`src/rtc_map.vh`:
```
`ifndef RTC_MAP_VH
`define RTC_MAP_VH

// Register byte offsets
`define OFS_WAKEUP_CTRL 8'h08
`define OFS_STATUS 8'h0C
`define OFS_DIV_FACTORS 8'h10
`define OFS_WAKEUP_RELOAD 8'h14
`define OFS_COARSE_TRIM 8'h18
`define OFS_ALARM0 8'h1C

// Reset values
`define RST_DIV_FACTORS 32'h007F00FF
`define RST_WAKEUP_RELOAD 32'h0000FFFF
`define RST_COARSE_TRIM 32'h00000000
`define RST_ALARM0 32'h00000000

// Divider factor fields
`define FA_HI 22
`define FA_LO 16
`define FS_HI 14
`define FS_LO 0

// Coarse trim fields
`define TRIM_DIR_BIT 7
`define TRIM_STEP_HI 4
`define TRIM_STEP_LO 0

// Alarm fields
`define AL_DAY_MASK 31
`define AL_WEEKDAY_SEL 30
`define AL_DAY_HI 29
`define AL_DAY_LO 24
`define AL_DAY_UNITS_HI 27
`define AL_HOUR_MASK 23
`define AL_HOUR_HI 22
`define AL_HOUR_LO 16
`define AL_MIN_MASK 15
`define AL_MIN_HI 14
`define AL_MIN_LO 8
`define AL_SEC_MASK 7
`define AL_SEC_HI 6
`define AL_SEC_LO 0

// Status and control fields
`define ST_WAKEUP_FLAG 10
`define ST_ALARM_FLAG 8
`define ST_INIT_REQ 7
`define ST_INIT_FLAG 6
`define ST_WR_ALLOWED 2
`define CT_WAKEUP_EN 10
`define CT_SEL_HI 2
`define CT_SEL_LO 0

// Trim window length in first-stage periods (log2)
`define TRIM_WIN_W 19

`endif

```
`src/rtc_prescale_wakeup_alarm.v`:
```
// Operation
// - First-stage clock is source clock divided by async factor plus one, bits 22:16.
// - One-second tick is first-stage clock divided by sync factor plus one, bits 14:0.
// - Backup reset loads divider factors with 0x007F00FF; system reset leaves it.
// - Divider, trim and alarm registers accept writes only in initialization state.
// - When enabled, wakeup flag sets every reload plus one wakeup clock periods, with 65536 more added for select 6 or 7.
// - Wakeup reload register accepts writes only while write-allowed flag is one.
// - Backup reset loads wakeup reload with 0x0000FFFF; system reset leaves it.
// - Trim direction bit 7: zero speeds calendar up, one slows it down.
// - Direction zero: each step count adds about 4 ppm.
// - Direction one: each step count removes about 2 ppm.
// - Backup reset clears trim and alarm registers; system reset leaves them.
// - Weekday select bit 30 makes day units a weekday and ignores day tens.
// - Alarm day is BCD: tens in 29:28, units or weekday in 27:24.
// - Alarm hour is BCD: tens in 21:20, units in 19:16.
// - Alarm minutes 14:12 and 11:8, seconds 6:4 and 3:0, in BCD.
// - Afternoon bit 22 qualifies the alarm hour.
// - Alarm flag sets when current time matches alarm settings, masked fields ignored.
// - Wakeup flag rises when the down-counter expires; software clears by writing zero.
// - Init-state flag one allows divider changes; zero blocks them.
`timescale 1ns/1ps
`include "rtc_map.vh"

module rtc_prescale_wakeup_alarm #(
    parameter TRIM_WIN_W = `TRIM_WIN_W
) (
    // Clock and backup-domain reset
    input wire i_core_clk,
    input wire i_nrst,
    // Register port
    input wire [7:0] i_addr,
    input wire [31:0] i_wdata,
    input wire i_wr,
    input wire i_rd,
    output reg [31:0] o_rdata,
    // Current calendar, alarm layout without masks, plus weekday
    input wire [31:0] i_cur_time,
    input wire [3:0] i_cur_weekday,
    // Event and clock outputs
    output reg o_first_stage_clock,
    output reg o_one_second_tick,
    output reg o_wakeup_flag,
    output reg o_first_alarm_flag,
    output reg o_init_state_flag
);

    // Software-visible configuration
    reg [6:0] factor_a;
    reg [14:0] factor_s;
    reg [15:0] wakeup_reload_value;
    reg coarse_trim_direction;
    reg [4:0] coarse_trim_step;
    reg [31:0] alarm;

    // Control and status
    reg init_mode_request;
    reg wakeup_enable;
    reg [2:0] wakeup_clock_select;

    // Internal counters
    reg wakeup_run;
    reg [6:0] a_cnt;
    reg [14:0] s_cnt;
    reg [TRIM_WIN_W-1:0] win_cnt;
    reg [3:0] pre_div;
    reg [16:0] wk_cnt;
    reg [31:0] next_rdata;

    // Register write decode
    wire wr_div = i_wr && (i_addr == `OFS_DIV_FACTORS);
    wire wr_reload = i_wr && (i_addr == `OFS_WAKEUP_RELOAD);
    wire wr_trim = i_wr && (i_addr == `OFS_COARSE_TRIM);
    wire wr_alarm = i_wr && (i_addr == `OFS_ALARM0);
    wire wr_ctrl = i_wr && (i_addr == `OFS_WAKEUP_CTRL);
    wire wr_status = i_wr && (i_addr == `OFS_STATUS);

    // Reload may change only while the timer is stopped and settled
    wire wakeup_write_allowed = !wakeup_enable && !wakeup_run;

    // Wakeup counting clock: source divided by 16, 8, 4, 2, or the one-second tick
    function wk_clk_hit;
        input [2:0] sel;
        input [3:0] div;
        input tick;
        begin
            case (sel)
                3'h0: wk_clk_hit = (div == 4'hF);
                3'h1: wk_clk_hit = (div[2:0] == 3'h7);
                3'h2: wk_clk_hit = (div[1:0] == 2'h3);
                3'h3: wk_clk_hit = div[0];
                default: wk_clk_hit = tick;
            endcase
        end
    endfunction

    // BCD field compare with mask
    function field_match;
        input mask;
        input [6:0] cur;
        input [6:0] set;
        begin
            field_match = mask || (cur == set);
        end
    endfunction

    // Trim window compares, half window for speed-up and full window for slow-down
    wire [TRIM_WIN_W-2:0] step_half = {{(TRIM_WIN_W-6){1'b0}}, coarse_trim_step};
    wire [TRIM_WIN_W-1:0] step_full = {{(TRIM_WIN_W-5){1'b0}}, coarse_trim_step};
    wire trim_extra = !coarse_trim_direction && (win_cnt[TRIM_WIN_W-2:0] < step_half);
    wire trim_skip = coarse_trim_direction && (win_cnt < step_full);

    // Prescaler chain with coarse trim
    wire stage_hit = !o_init_state_flag && (a_cnt == 7'h00);
    wire tick_now = stage_hit && !trim_skip &&
        ((s_cnt == 15'h0000) || (trim_extra && s_cnt == 15'h0001));

    // Wakeup counting clock and reload
    wire wk_hit = wakeup_run && wk_clk_hit(wakeup_clock_select, pre_div, tick_now);
    wire wk_long = (wakeup_clock_select[2:1] == 2'b11);
    wire [16:0] wk_load = {wk_long, wakeup_reload_value};
    wire wk_expire = wk_hit && (wk_cnt == 17'h00000);

    // Alarm settings split into fields
    wire al_day_mask = alarm[`AL_DAY_MASK];
    wire al_weekday_sel = alarm[`AL_WEEKDAY_SEL];
    wire [5:0] al_day = alarm[`AL_DAY_HI:`AL_DAY_LO];
    wire [3:0] al_weekday = alarm[`AL_DAY_UNITS_HI:`AL_DAY_LO];
    wire al_hour_mask = alarm[`AL_HOUR_MASK];
    wire [6:0] al_hour = alarm[`AL_HOUR_HI:`AL_HOUR_LO];
    wire al_min_mask = alarm[`AL_MIN_MASK];
    wire [6:0] al_min = alarm[`AL_MIN_HI:`AL_MIN_LO];
    wire al_sec_mask = alarm[`AL_SEC_MASK];
    wire [6:0] al_sec = alarm[`AL_SEC_HI:`AL_SEC_LO];

    // Current calendar in the same layout
    wire [5:0] cur_day = i_cur_time[`AL_DAY_HI:`AL_DAY_LO];
    wire [6:0] cur_hour = i_cur_time[`AL_HOUR_HI:`AL_HOUR_LO];
    wire [6:0] cur_min = i_cur_time[`AL_MIN_HI:`AL_MIN_LO];
    wire [6:0] cur_sec = i_cur_time[`AL_SEC_HI:`AL_SEC_LO];

    // Alarm match on each second tick
    wire day_ok = al_day_mask ||
        (al_weekday_sel ? (i_cur_weekday == al_weekday) : (cur_day == al_day));
    wire hour_ok = field_match(al_hour_mask, cur_hour, al_hour);
    wire min_ok = field_match(al_min_mask, cur_min, al_min);
    wire sec_ok = field_match(al_sec_mask, cur_sec, al_sec);
    wire alarm_hit = tick_now && day_ok && hour_ok && min_ok && sec_ok;

    // Divider factors, write protected by the init state
    always @(posedge i_core_clk or negedge i_nrst) begin
        if (!i_nrst) begin
            factor_a <= 7'h7F;
            factor_s <= 15'h00FF;
        end else if (wr_div && o_init_state_flag) begin
            factor_a <= i_wdata[`FA_HI:`FA_LO];
            factor_s <= i_wdata[`FS_HI:`FS_LO];
        end
    end

    // Coarse trim, write protected by the init state
    always @(posedge i_core_clk or negedge i_nrst) begin
        if (!i_nrst) begin
            coarse_trim_direction <= 1'b0;
            coarse_trim_step <= 5'h00;
        end else if (wr_trim && o_init_state_flag) begin
            coarse_trim_direction <= i_wdata[`TRIM_DIR_BIT];
            coarse_trim_step <= i_wdata[`TRIM_STEP_HI:`TRIM_STEP_LO];
        end
    end

    // Alarm settings, write protected by the init state
    always @(posedge i_core_clk or negedge i_nrst) begin
        if (!i_nrst) begin
            alarm <= `RST_ALARM0;
        end else if (wr_alarm && o_init_state_flag) begin
            alarm <= i_wdata;
        end
    end

    // Wakeup reload, writable only while the timer is stopped
    always @(posedge i_core_clk or negedge i_nrst) begin
        if (!i_nrst) begin
            wakeup_reload_value <= 16'hFFFF;
        end else if (wr_reload && wakeup_write_allowed) begin
            wakeup_reload_value <= i_wdata[15:0];
        end
    end

    // Init mode request
    always @(posedge i_core_clk or negedge i_nrst) begin
        if (!i_nrst) begin
            init_mode_request <= 1'b0;
        end else if (wr_status) begin
            init_mode_request <= i_wdata[`ST_INIT_REQ];
        end
    end

    // Wakeup control
    always @(posedge i_core_clk or negedge i_nrst) begin
        if (!i_nrst) begin
            wakeup_enable <= 1'b0;
            wakeup_clock_select <= 3'h0;
        end else if (wr_ctrl) begin
            wakeup_enable <= i_wdata[`CT_WAKEUP_EN];
            wakeup_clock_select <= i_wdata[`CT_SEL_HI:`CT_SEL_LO];
        end
    end

    // Init state follows the request one clock later
    always @(posedge i_core_clk or negedge i_nrst) begin
        if (!i_nrst) begin
            o_init_state_flag <= 1'b0;
        end else begin
            o_init_state_flag <= init_mode_request;
        end
    end

    // Free-running source divider for the wakeup clock
    always @(posedge i_core_clk or negedge i_nrst) begin
        if (!i_nrst) begin
            pre_div <= 4'h0;
        end else begin
            pre_div <= pre_div + 4'h1;
        end
    end

    // Registered stage and tick pulses
    always @(posedge i_core_clk or negedge i_nrst) begin
        if (!i_nrst) begin
            o_first_stage_clock <= 1'b0;
            o_one_second_tick <= 1'b0;
        end else begin
            o_first_stage_clock <= stage_hit;
            o_one_second_tick <= tick_now;
        end
    end

    // Asynchronous stage counter, held at its factor during init
    always @(posedge i_core_clk or negedge i_nrst) begin
        if (!i_nrst) begin
            a_cnt <= 7'h7F;
        end else if (o_init_state_flag) begin
            a_cnt <= factor_a;
        end else if (stage_hit) begin
            a_cnt <= factor_a;
        end else begin
            a_cnt <= a_cnt - 7'h01;
        end
    end

    // Synchronous stage counter, stepped once per stage pulse with trim
    always @(posedge i_core_clk or negedge i_nrst) begin
        if (!i_nrst) begin
            s_cnt <= 15'h00FF;
        end else if (o_init_state_flag) begin
            s_cnt <= factor_s;
        end else if (stage_hit) begin
            if (tick_now) begin
                s_cnt <= factor_s;
            end else if (trim_extra) begin
                s_cnt <= s_cnt - 15'h0002;
            end else if (!trim_skip) begin
                s_cnt <= s_cnt - 15'h0001;
            end
        end
    end

    // Trim window position in stage pulses
    always @(posedge i_core_clk or negedge i_nrst) begin
        if (!i_nrst) begin
            win_cnt <= {TRIM_WIN_W{1'b0}};
        end else if (o_init_state_flag) begin
            win_cnt <= {TRIM_WIN_W{1'b0}};
        end else if (stage_hit) begin
            win_cnt <= win_cnt + {{(TRIM_WIN_W-1){1'b0}}, 1'b1};
        end
    end

    // Enable delayed by one clock marks a running timer
    always @(posedge i_core_clk or negedge i_nrst) begin
        if (!i_nrst) begin
            wakeup_run <= 1'b0;
        end else begin
            wakeup_run <= wakeup_enable;
        end
    end

    // Wakeup down-counter, loaded on enable and reloaded on expiry
    always @(posedge i_core_clk or negedge i_nrst) begin
        if (!i_nrst) begin
            wk_cnt <= 17'h00000;
        end else if (wakeup_enable && !wakeup_run) begin
            wk_cnt <= wk_load;
        end else if (wk_hit) begin
            if (wk_expire) begin
                wk_cnt <= wk_load;
            end else begin
                wk_cnt <= wk_cnt - 17'h00001;
            end
        end
    end

    // Wakeup flag: set wins over a software clear in the same cycle
    always @(posedge i_core_clk or negedge i_nrst) begin
        if (!i_nrst) begin
            o_wakeup_flag <= 1'b0;
        end else if (wk_expire) begin
            o_wakeup_flag <= 1'b1;
        end else if (wr_status && !i_wdata[`ST_WAKEUP_FLAG]) begin
            o_wakeup_flag <= 1'b0;
        end
    end

    // Alarm flag: set wins over a software clear in the same cycle
    always @(posedge i_core_clk or negedge i_nrst) begin
        if (!i_nrst) begin
            o_first_alarm_flag <= 1'b0;
        end else if (alarm_hit) begin
            o_first_alarm_flag <= 1'b1;
        end else if (wr_status && !i_wdata[`ST_ALARM_FLAG]) begin
            o_first_alarm_flag <= 1'b0;
        end
    end

    // Read mux
    always @* begin
        next_rdata = 32'h00000000;
        case (i_addr)
            `OFS_WAKEUP_CTRL: begin
                next_rdata[`CT_WAKEUP_EN] = wakeup_enable;
                next_rdata[`CT_SEL_HI:`CT_SEL_LO] = wakeup_clock_select;
            end
            `OFS_STATUS: begin
                next_rdata[`ST_WAKEUP_FLAG] = o_wakeup_flag;
                next_rdata[`ST_ALARM_FLAG] = o_first_alarm_flag;
                next_rdata[`ST_INIT_REQ] = init_mode_request;
                next_rdata[`ST_INIT_FLAG] = o_init_state_flag;
                next_rdata[`ST_WR_ALLOWED] = wakeup_write_allowed;
            end
            `OFS_DIV_FACTORS: begin
                next_rdata[`FA_HI:`FA_LO] = factor_a;
                next_rdata[`FS_HI:`FS_LO] = factor_s;
            end
            `OFS_WAKEUP_RELOAD: begin
                next_rdata[15:0] = wakeup_reload_value;
            end
            `OFS_COARSE_TRIM: begin
                next_rdata[`TRIM_DIR_BIT] = coarse_trim_direction;
                next_rdata[`TRIM_STEP_HI:`TRIM_STEP_LO] = coarse_trim_step;
            end
            `OFS_ALARM0: begin
                next_rdata = alarm;
            end
            default: begin
                next_rdata = 32'h00000000;
            end
        endcase
    end

    // Read data stands for one cycle after the read strobe
    always @(posedge i_core_clk or negedge i_nrst) begin
        if (!i_nrst) begin
            o_rdata <= 32'h00000000;
        end else if (i_rd) begin
            o_rdata <= next_rdata;
        end else begin
            o_rdata <= 32'h00000000;
        end
    end

endmodule

```
`config.mk`:
```
export PLATFORM = sky130hd
export DESIGN_NAME = rtc_prescale_wakeup_alarm
export DESIGN_NICKNAME = d
export VERILOG_FILES = /design/src/rtc_prescale_wakeup_alarm.v
export VERILOG_INCLUDE_DIRS = /design/src
export SDC_FILE = /design/constraint.sdc
export NUM_CORES = 1
export LEC_CHECK = 0
export BUFFER_PORTS_ARGS = -buffer_cell sky130_fd_sc_hd__buf_2
export CAP_MARGIN = 20
export CORE_ASPECT_RATIO = 0.6
export CORE_UTILIZATION = 54
export CTS_BUF_LIST = sky130_fd_sc_hd__clkbuf_16
export CTS_CLUSTER_SIZE = 14
export DETAILED_ROUTE_END_ITERATION = 12
export PLACE_DENSITY = 0.75
export SETUP_SLACK_MARGIN = 0.02
export SYNTH_ARGS = -nofsm -noshare
export SYNTH_HDL_FRONTEND = slang
export SYNTH_SLANG_ARGS = --single-unit
export TNS_END_PERCENT = 50
```
`constraint.sdc`:
```
create_clock -name i_core_clk -period 3.1 [get_ports i_core_clk]
set_clock_uncertainty 0.1 [all_clocks]
set_input_delay 0.155 -clock i_core_clk [delete_from_list [all_inputs] [get_ports i_core_clk]]
set_output_delay 0.155 -clock i_core_clk [all_outputs]
set_load 0.005 [all_outputs]
```
==> impl_metrics.yaml, run 1 <==
layout:
  fin_area_sq_um: 11100
  final_util: 0.679
  drive_above_1_share: 0.346
  ff_latch_area_sq_um: 4590
  insertedDiodeCount: 0
  final_nets: 1080
  area_growth_pct: 21.9
  fillers: 1255
  multiInputGateArea_sq_um: 4330
global_route:
  grt_first_pass_wirelength_mm: 37.3
  track_usage: 0.282
  gr-max-usage-layer: "met1"
  antenna_found_initial: 0
  grt_pass1_vias: 6994
  grt_util_met3: 0.0514
  grt_max_degree: 82
  grtUsageMet2: 0.414
  grt-ovfl-total: 0
  grt_use_met1: 0.428
synth:
  async_reset_ff_frac: 1.00
  ys_seq_area_frac: 0.502
  ys_warn_count: 0
  syn_nets: 910
  synth_area_leader_cell: "dfrtp_1"
  synth_top_area_frac: 0.370
  syn_avg_cell_area_sq_um: 11.2
  ys.flop_type: "dfrtp_1"
  synth_cell_types: 81
  syn_inst: 817
  synth_edf_count: 0
  ys_ff_latch: 181
  syn_area_sq_um: 9140
  synthTopCellsByArea: "dfrtp_1, dfstp_2, mux2_2"
sta:
  period_share: 0.940
  slew_violations: 0
  period_minus_slack_ns: 2.91
  finalSetupTns_ns: 0
  worst_pin_slew_ns: 0.730
  relSlewSlack: 0.514
  fmax_mhz: 343
  finalHoldViolCount: 0
  rsz0062_at_grt: "false"
  worst_slack_ns: 0.186
  finalSetupViolations: 0
route:
  vias_per_cell: 5.88
  wl_per_cell_microns: 19.0
  first_iter_violations: 638
  wl_mm: 23.4
  ant_nets: 0
  drt_pass1_iterations: 5
  drcViolationCount: 0
  vias: 7215
cts:
  cts-root-buf: "clkbuf_16"
  cts_sinks: 181
  clk_path_buf_depth: 2
  insertion_delay_ns: 0.43
  postCtsSetupRepairBufs: 0
  cts_buffers: 17
  cts_tree: "yes"
  clk_pin_slew_ns: 0.08
  htree_num_levels: 4
worst_setup_path:
  reg2reg_from: "a_cnt[0]"
  critPathLaunch: "a_cnt[0]"
  cp-end-kind: "flip-flop"
  arrival_ns: 3.13
  r2r_setup_slack_ns: 0.19
  critPathKind: "flip-flop to flip-flop"
  rr_endpoint: "s_cnt[14]"
  slowest_delay_ns: 0.45
  r2r_cells: 9
  cp-start-kind: "flip-flop"
  critPathMaxFanout: 17
  crit_slowest_cell: "or3b_1"
  worstPathCellList: "inv_1 > ha_1 > or3b_1 > nor3_4 > nand4_2 > a211oi_4 > nor2_4 > and4_1 > a311o_1"
  cp.required_ns: 3.31
pwr:
  power.leakage_nw: 5.16
  power_per_cell_area_nw_per_um2: 587
  max-vdd-ir-drop_uv: 358
die:
  initial_core_util: 0.557
  dieWidth_microns: 170
  die-height_microns: 103
  ios: 117
  die_area_sq_um: 17500
  core_area_sq_um: 16400
  placementRows: 36
place:
  preCtsSetupSlack_ns: 0.0558
  portBuffers: 111
  placement.cell_area_sq_um: 10100
  routabilityCongestion: 0.946
  dp_hpwl_mm: 16.5
hold_path:
  hold_path_class: "input port to flip-flop"
  whs_path_depth: 4
  worstHoldEndpoint: "o_first_alarm_flag"
  hp-start: "i_wr"
job:
  max-cap-violations: 0
run_status:
  status: "complete, no violations"
[repair_timing]
item	4_1_cts	5_1_grt
endpoints found under the hold margin	143	0
endpoints found under the setup margin	0	20
resized for setup	0	6
hold buffers	38	0
[cells in the mapped netlist (3+ instances only)]
cell type and instances:
o21ai_0 31, nor2_1 63, nand3_1 14, a211oi_1 3, nand4_1 11, o311ai_0 4, mux2_2 85, nor2b_1 10
mux2i_1 5, ha_1 13, nor4_4 3, nor4_1 15, or3_1 8, and2_1 10, inv_1 27, o31ai_1 5
xor2_1 32, dfrtp_1 135, a22o_1 9, buf_2 5, a31oi_1 4, nor3b_1 3, nand2b_1 4, o21a_1 6
a21oi_1 28, o22ai_1 7, o2bb2ai_1 5, a22oi_1 13, buf_6 3, buf_1 6, nor3_1 25, nand2_1 55
a41oi_1 3, dfstp_2 46, mux4_2 6, xnor2_1 23, clkbuf_1 19, o211ai_1 5, and3_1 7, a21o_1 4
o21ai_1 10
[sequential cells by signal (all words and copies together), names as in the netlist, 7 cells and up]
name                 cells
o_rdata                 32
factor_s                15
alarm                   32
a_cnt                    7
s_cnt                   15
wk_cnt                  17
factor_a                 7
wakeup_reload_value     16
win_cnt                 19
[worst max-delay path: cells and delay by family, from the launching register on]
| kind | cells | cell delay [ns] |
|---|---|---|
| compound gates | 2 | 0.74 |
| fa+ha+maj | 1 | 0.19 |
| buf+inv | 1 | 0.06 |
| flops | 1 | 0.38 |
| simple gates | 5 | 1.34 |
[cells by family after synthesis]
logic type | synth area share
AO/OA/AOI/OAI | 0.124
XOR/XNOR | 0.0527
adder cells (fa/ha/maj) | 0.0178
buffers and inverters | 0.0301
flip-flops | 0.502
multiplexers | 0.127
AND/OR/NAND/NOR | 0.147
[placed cells by master (no fill, tap or decap), drive strengths merged, types with 14 or more instances in the layout]
cell type    netlist  routed
a21oi             28      28
buf               15     148
clkbuf            20      17
dfrtp            135     135
dfstp             46      46
dlygate4sd3        0      38
inv               27      38
mux2              85      85
nand2             55      55
nand3             14      14
nor2              66      66
nor3              27      27
nor4              19      19
o21ai             42      42
xnor2             23      23
xor2              32      32
[metrics by stage]
stage / std cells / power (mW) / hold WS (ns)
floorplan: 817 / 3.83 / -0.241
global placement: 1158 / 4.26 / 0.156
detailed placement: 1158 / 4.31 / 0.145
CTS: 1228 / 6.52 / 0.0650
global route: 1228 / 6.85 / 0.103
finish: 1228 / 6.54 / 0.0706
[how the worst max path moves through the flow]
stage	endpoint	slack, ns	cells past startpoint
6_report	s_cnt[14]	0.19	9
2_1_floorplan	s_cnt[14]	0.35	8
5_1_grt	wk_cnt[0]	0.05	9
4_1_cts	wk_cnt[0]	0.06	12
3_5_place_dp	wk_cnt[0]	0.06	12
3_3_place_gp	wk_cnt[0]	0.16	12
[where the power goes]
group | switching [mW] | internal, mW | total [mW]
combinational | 0.846 | 0.614 | 1.46
clock | 1.02 | 1.15 | 2.17
sequential | 0.248 | 2.66 | 2.91
[routing by layer]
metal | share of wire | vias up
li1 | - | 3310
met1 | 0.48 | 3548
met2 | 0.42 | 320
met3 | 0.080 | 37
met4 | 0.016 | 0
met5 | 0 | -
[final cells by class]
class / instances / area share
sequential: 181 / 0.412
multi-input combinational: 574 / 0.388
timing repair buffer: 186 / 0.113
clock buffer: 17 / 0.0382
tap: 228 / 0.0256
clock inverter: 15 / 0.0139
inverter: 27 / 0.00910
Note: power is estimated with default switching activity, not from simulation.
==> run 2, diff against run 1 <==
==> constraint.sdc (replaced) <==
create_clock -name i_core_clk -period 3.73 [get_ports i_core_clk]
set_clock_uncertainty 0.1 [all_clocks]
set_input_delay 0.1865 -clock i_core_clk [delete_from_list [all_inputs] [get_ports i_core_clk]]
set_output_delay 0.1865 -clock i_core_clk [all_outputs]
set_load 0.005 [all_outputs]
==> run 2 against run 1 <==
Against the previous run:
- critical path type unchanged
- sequential power decreased by 16%
- final area down 1.7%
- routed wire length shrank 3.0%
- sequential share of layout area increased by 0.72 points
- setup slack improved by 0.25 ns
- register-to-register slack better by 0.25 ns
- critical endpoint is now wk_cnt[13]
- non-clock buffer count decreased by 15
- hold slack lost 0.044 ns
==> impl_metrics.yaml, run 2 (synthesis results as in run 1) <==
sta:
  finalSetupViolations: 0
  slew_violations: 0
  rsz0062_at_grt: "false"
  worst_slack_ns: 0.438
  finalSetupTns_ns: 0
  finalHoldViolCount: 0
  fmax_mhz: 304
  holdWs_ns: 0.0264
  relSlewSlack: 0.445
  period_minus_slack_ns: 3.29
  period_share: 0.883
  worst_pin_slew_ns: 0.822
cts:
  insertion_delay_ns: 0.44
  cts_sinks: 181
  cts_buffers: 17
  cts_tree: "yes"
  htree_num_levels: 4
  cts-root-buf: "clkbuf_16"
  clk_pin_slew_ns: 0.08
  clk_path_buf_depth: 2
pwr:
  power.leakage_nw: 5.07
  max-vdd-ir-drop_uv: 391
  power_per_cell_area_nw_per_um2: 485
  power_mw: 5.31
worst_setup_path:
  worstPathCellList: "ha_1 > ha_1 > a21oi_1 > a211oi_1 > buf_4 > o21ai_0 > o21ai_0 > nor2_4 > buf_4 > a21oi_1 > o21a_1"
  rr_endpoint: "wk_cnt[13]"
  cp.required_ns: 3.96
  crit_buf_inv: 2
  cp-start-kind: "flip-flop"
  critPathKind: "flip-flop to flip-flop"
  critPathMaxFanout: 21
  cp-end-kind: "flip-flop"
  critPathTopFamily: "compound AO/OA/AOI/OAI gates"
  r2r_cells: 11
  r2r_setup_slack_ns: 0.44
  crit_slowest_cell: "o21ai_0"
  arrival_ns: 3.53
  slowest_delay_ns: 0.61
  reg2reg_from: "pre_div[0]"
route:
  wl_per_cell_microns: 18.7
  drcViolationCount: 0
  drt_pass1_iterations: 5
  wl_mm: 22.7
  vias_per_cell: 5.86
  ant_nets: 0
  vias: 7111
  first_iter_violations: 653
layout:
  final_nets: 1065
  final_util: 0.668
  insertedDiodeCount: 0
  final_cell_mix: "dfrtp_1, buf_2, mux2_2, nor2_1, nand2_1"
  area_growth_pct: 19.8
  final-instance-count-excl-fill: 1213
  fillers: 1260
  largest_registers: "alarm: 32 flops, o_rdata: 32 flops, win_cnt: 19 flops"
  drive_above_1_share: 0.332
  final_common_cell: "dfrtp_1"
  fin_area_sq_um: 10900
die:
  placementRows: 36
  dieWidth_microns: 170
  core_area_sq_um: 16400
  ios: 117
  die-height_microns: 103
  initial_core_util: 0.557
  die_area_sq_um: 17500
place:
  routabilityCongestion: 0.954
  dpl.cell_count: 1143
  portBuffers: 111
  preCtsSetupSlack_ns: 0.331
  dp_hpwl_mm: 15.9
  placement.cell_area_sq_um: 10000
hold_path:
  whs_path_depth: 3
  hp-start: "i_rd"
  hold_path_class: "input port to flip-flop"
  worstHoldEndpoint: "o_rdata[15]"
global_route:
  grt-ovfl-total: 0
  grt_first_pass_wirelength_mm: 36.2
  antenna_found_initial: 0
  grt_pass1_vias: 6669
  track_usage: 0.276
  grt_max_degree: 90
run_status:
  status: "complete, no violations"
job:
  max-cap-violations: 0
-- run 2: cell types whose count changed in the layout (fill, tap and decap cells not counted), sizes merged --
cell | before | now
buf | 148 | 134
clkinv | 1 | 4
dlygate4sd3 | 38 | 37
clkinvlp | 2 | 3
inv | 38 | 34
-- run 2: per-layer routing --
metal  up-vias  routed length, microns  part of all wire  track usage
met5         -                       0                 0            0
met4         0                     262             0.012       0.0686
met3        24                    1710             0.075       0.0633
met2       291                    9630              0.42        0.393
met1      3519                   11100              0.49        0.423
li1       3277                       -                 -            -
-- run 2: final cells by class --
class	count	area, sq um	area share
Tap cell	228	285	0.0261
Inverter	27	101	0.00926
Clock inverter	15	131	0.0120
Sequential cell	181	4590	0.419
Timing Repair Buffer	171	1110	0.102
Multi-Input combinational cell	574	4300	0.393
Clock buffer	17	425	0.0389
-- run 2: worst max path at each step --
stage	startpoint	end	slack (ns)	depth (start not counted)
3_5_place_dp	pre_div[0]	wk_cnt[13]	0.33	11
3_3_place_gp	pre_div[0]	wk_cnt[13]	0.42	11
5_1_grt	pre_div[0]	wk_cnt[13]	0.26	11
6_report	pre_div[0]	wk_cnt[13]	0.44	11
4_1_cts	pre_div[0]	wk_cnt[13]	0.31	11
2_1_floorplan	win_cnt[2]	s_cnt[14]	0.98	8
-- run 2: worst reg2reg max path, stage by stage (launching register included) --
cell and delay (ns):
dfrtp_1 0.41, ha_1 0.22, ha_1 0.18, a21oi_1 0.12
a211oi_1 0.08, buf_4 0.15, o21ai_0 0.61, o21ai_0 0.34
nor2_4 0.50, buf_4 0.24, a21oi_1 0.05, o21a_1 0.19
-- run 2: repair_timing --
| item | 4_1_cts | 5_1_grt |
|---|---|---|
| setup endpoints to repair | 0 | 1 |
| setup buffers | 0 | 0 |
| hold endpoints to repair | 130 | 0 |
| hold buffers | 37 | 0 |
| resized for setup | 0 | 1 |
-- run 2: power breakdown --
| part | internal, mW | total (mW) | leakage, nW | switching, mW |
|---|---|---|---|---|
| Clock | 0.923 | 1.73 | 0.274 | 0.809 |
| Combinational | 0.488 | 1.16 | 2.50 | 0.667 |
| Sequential | 2.21 | 2.43 | 2.29 | 0.212 |
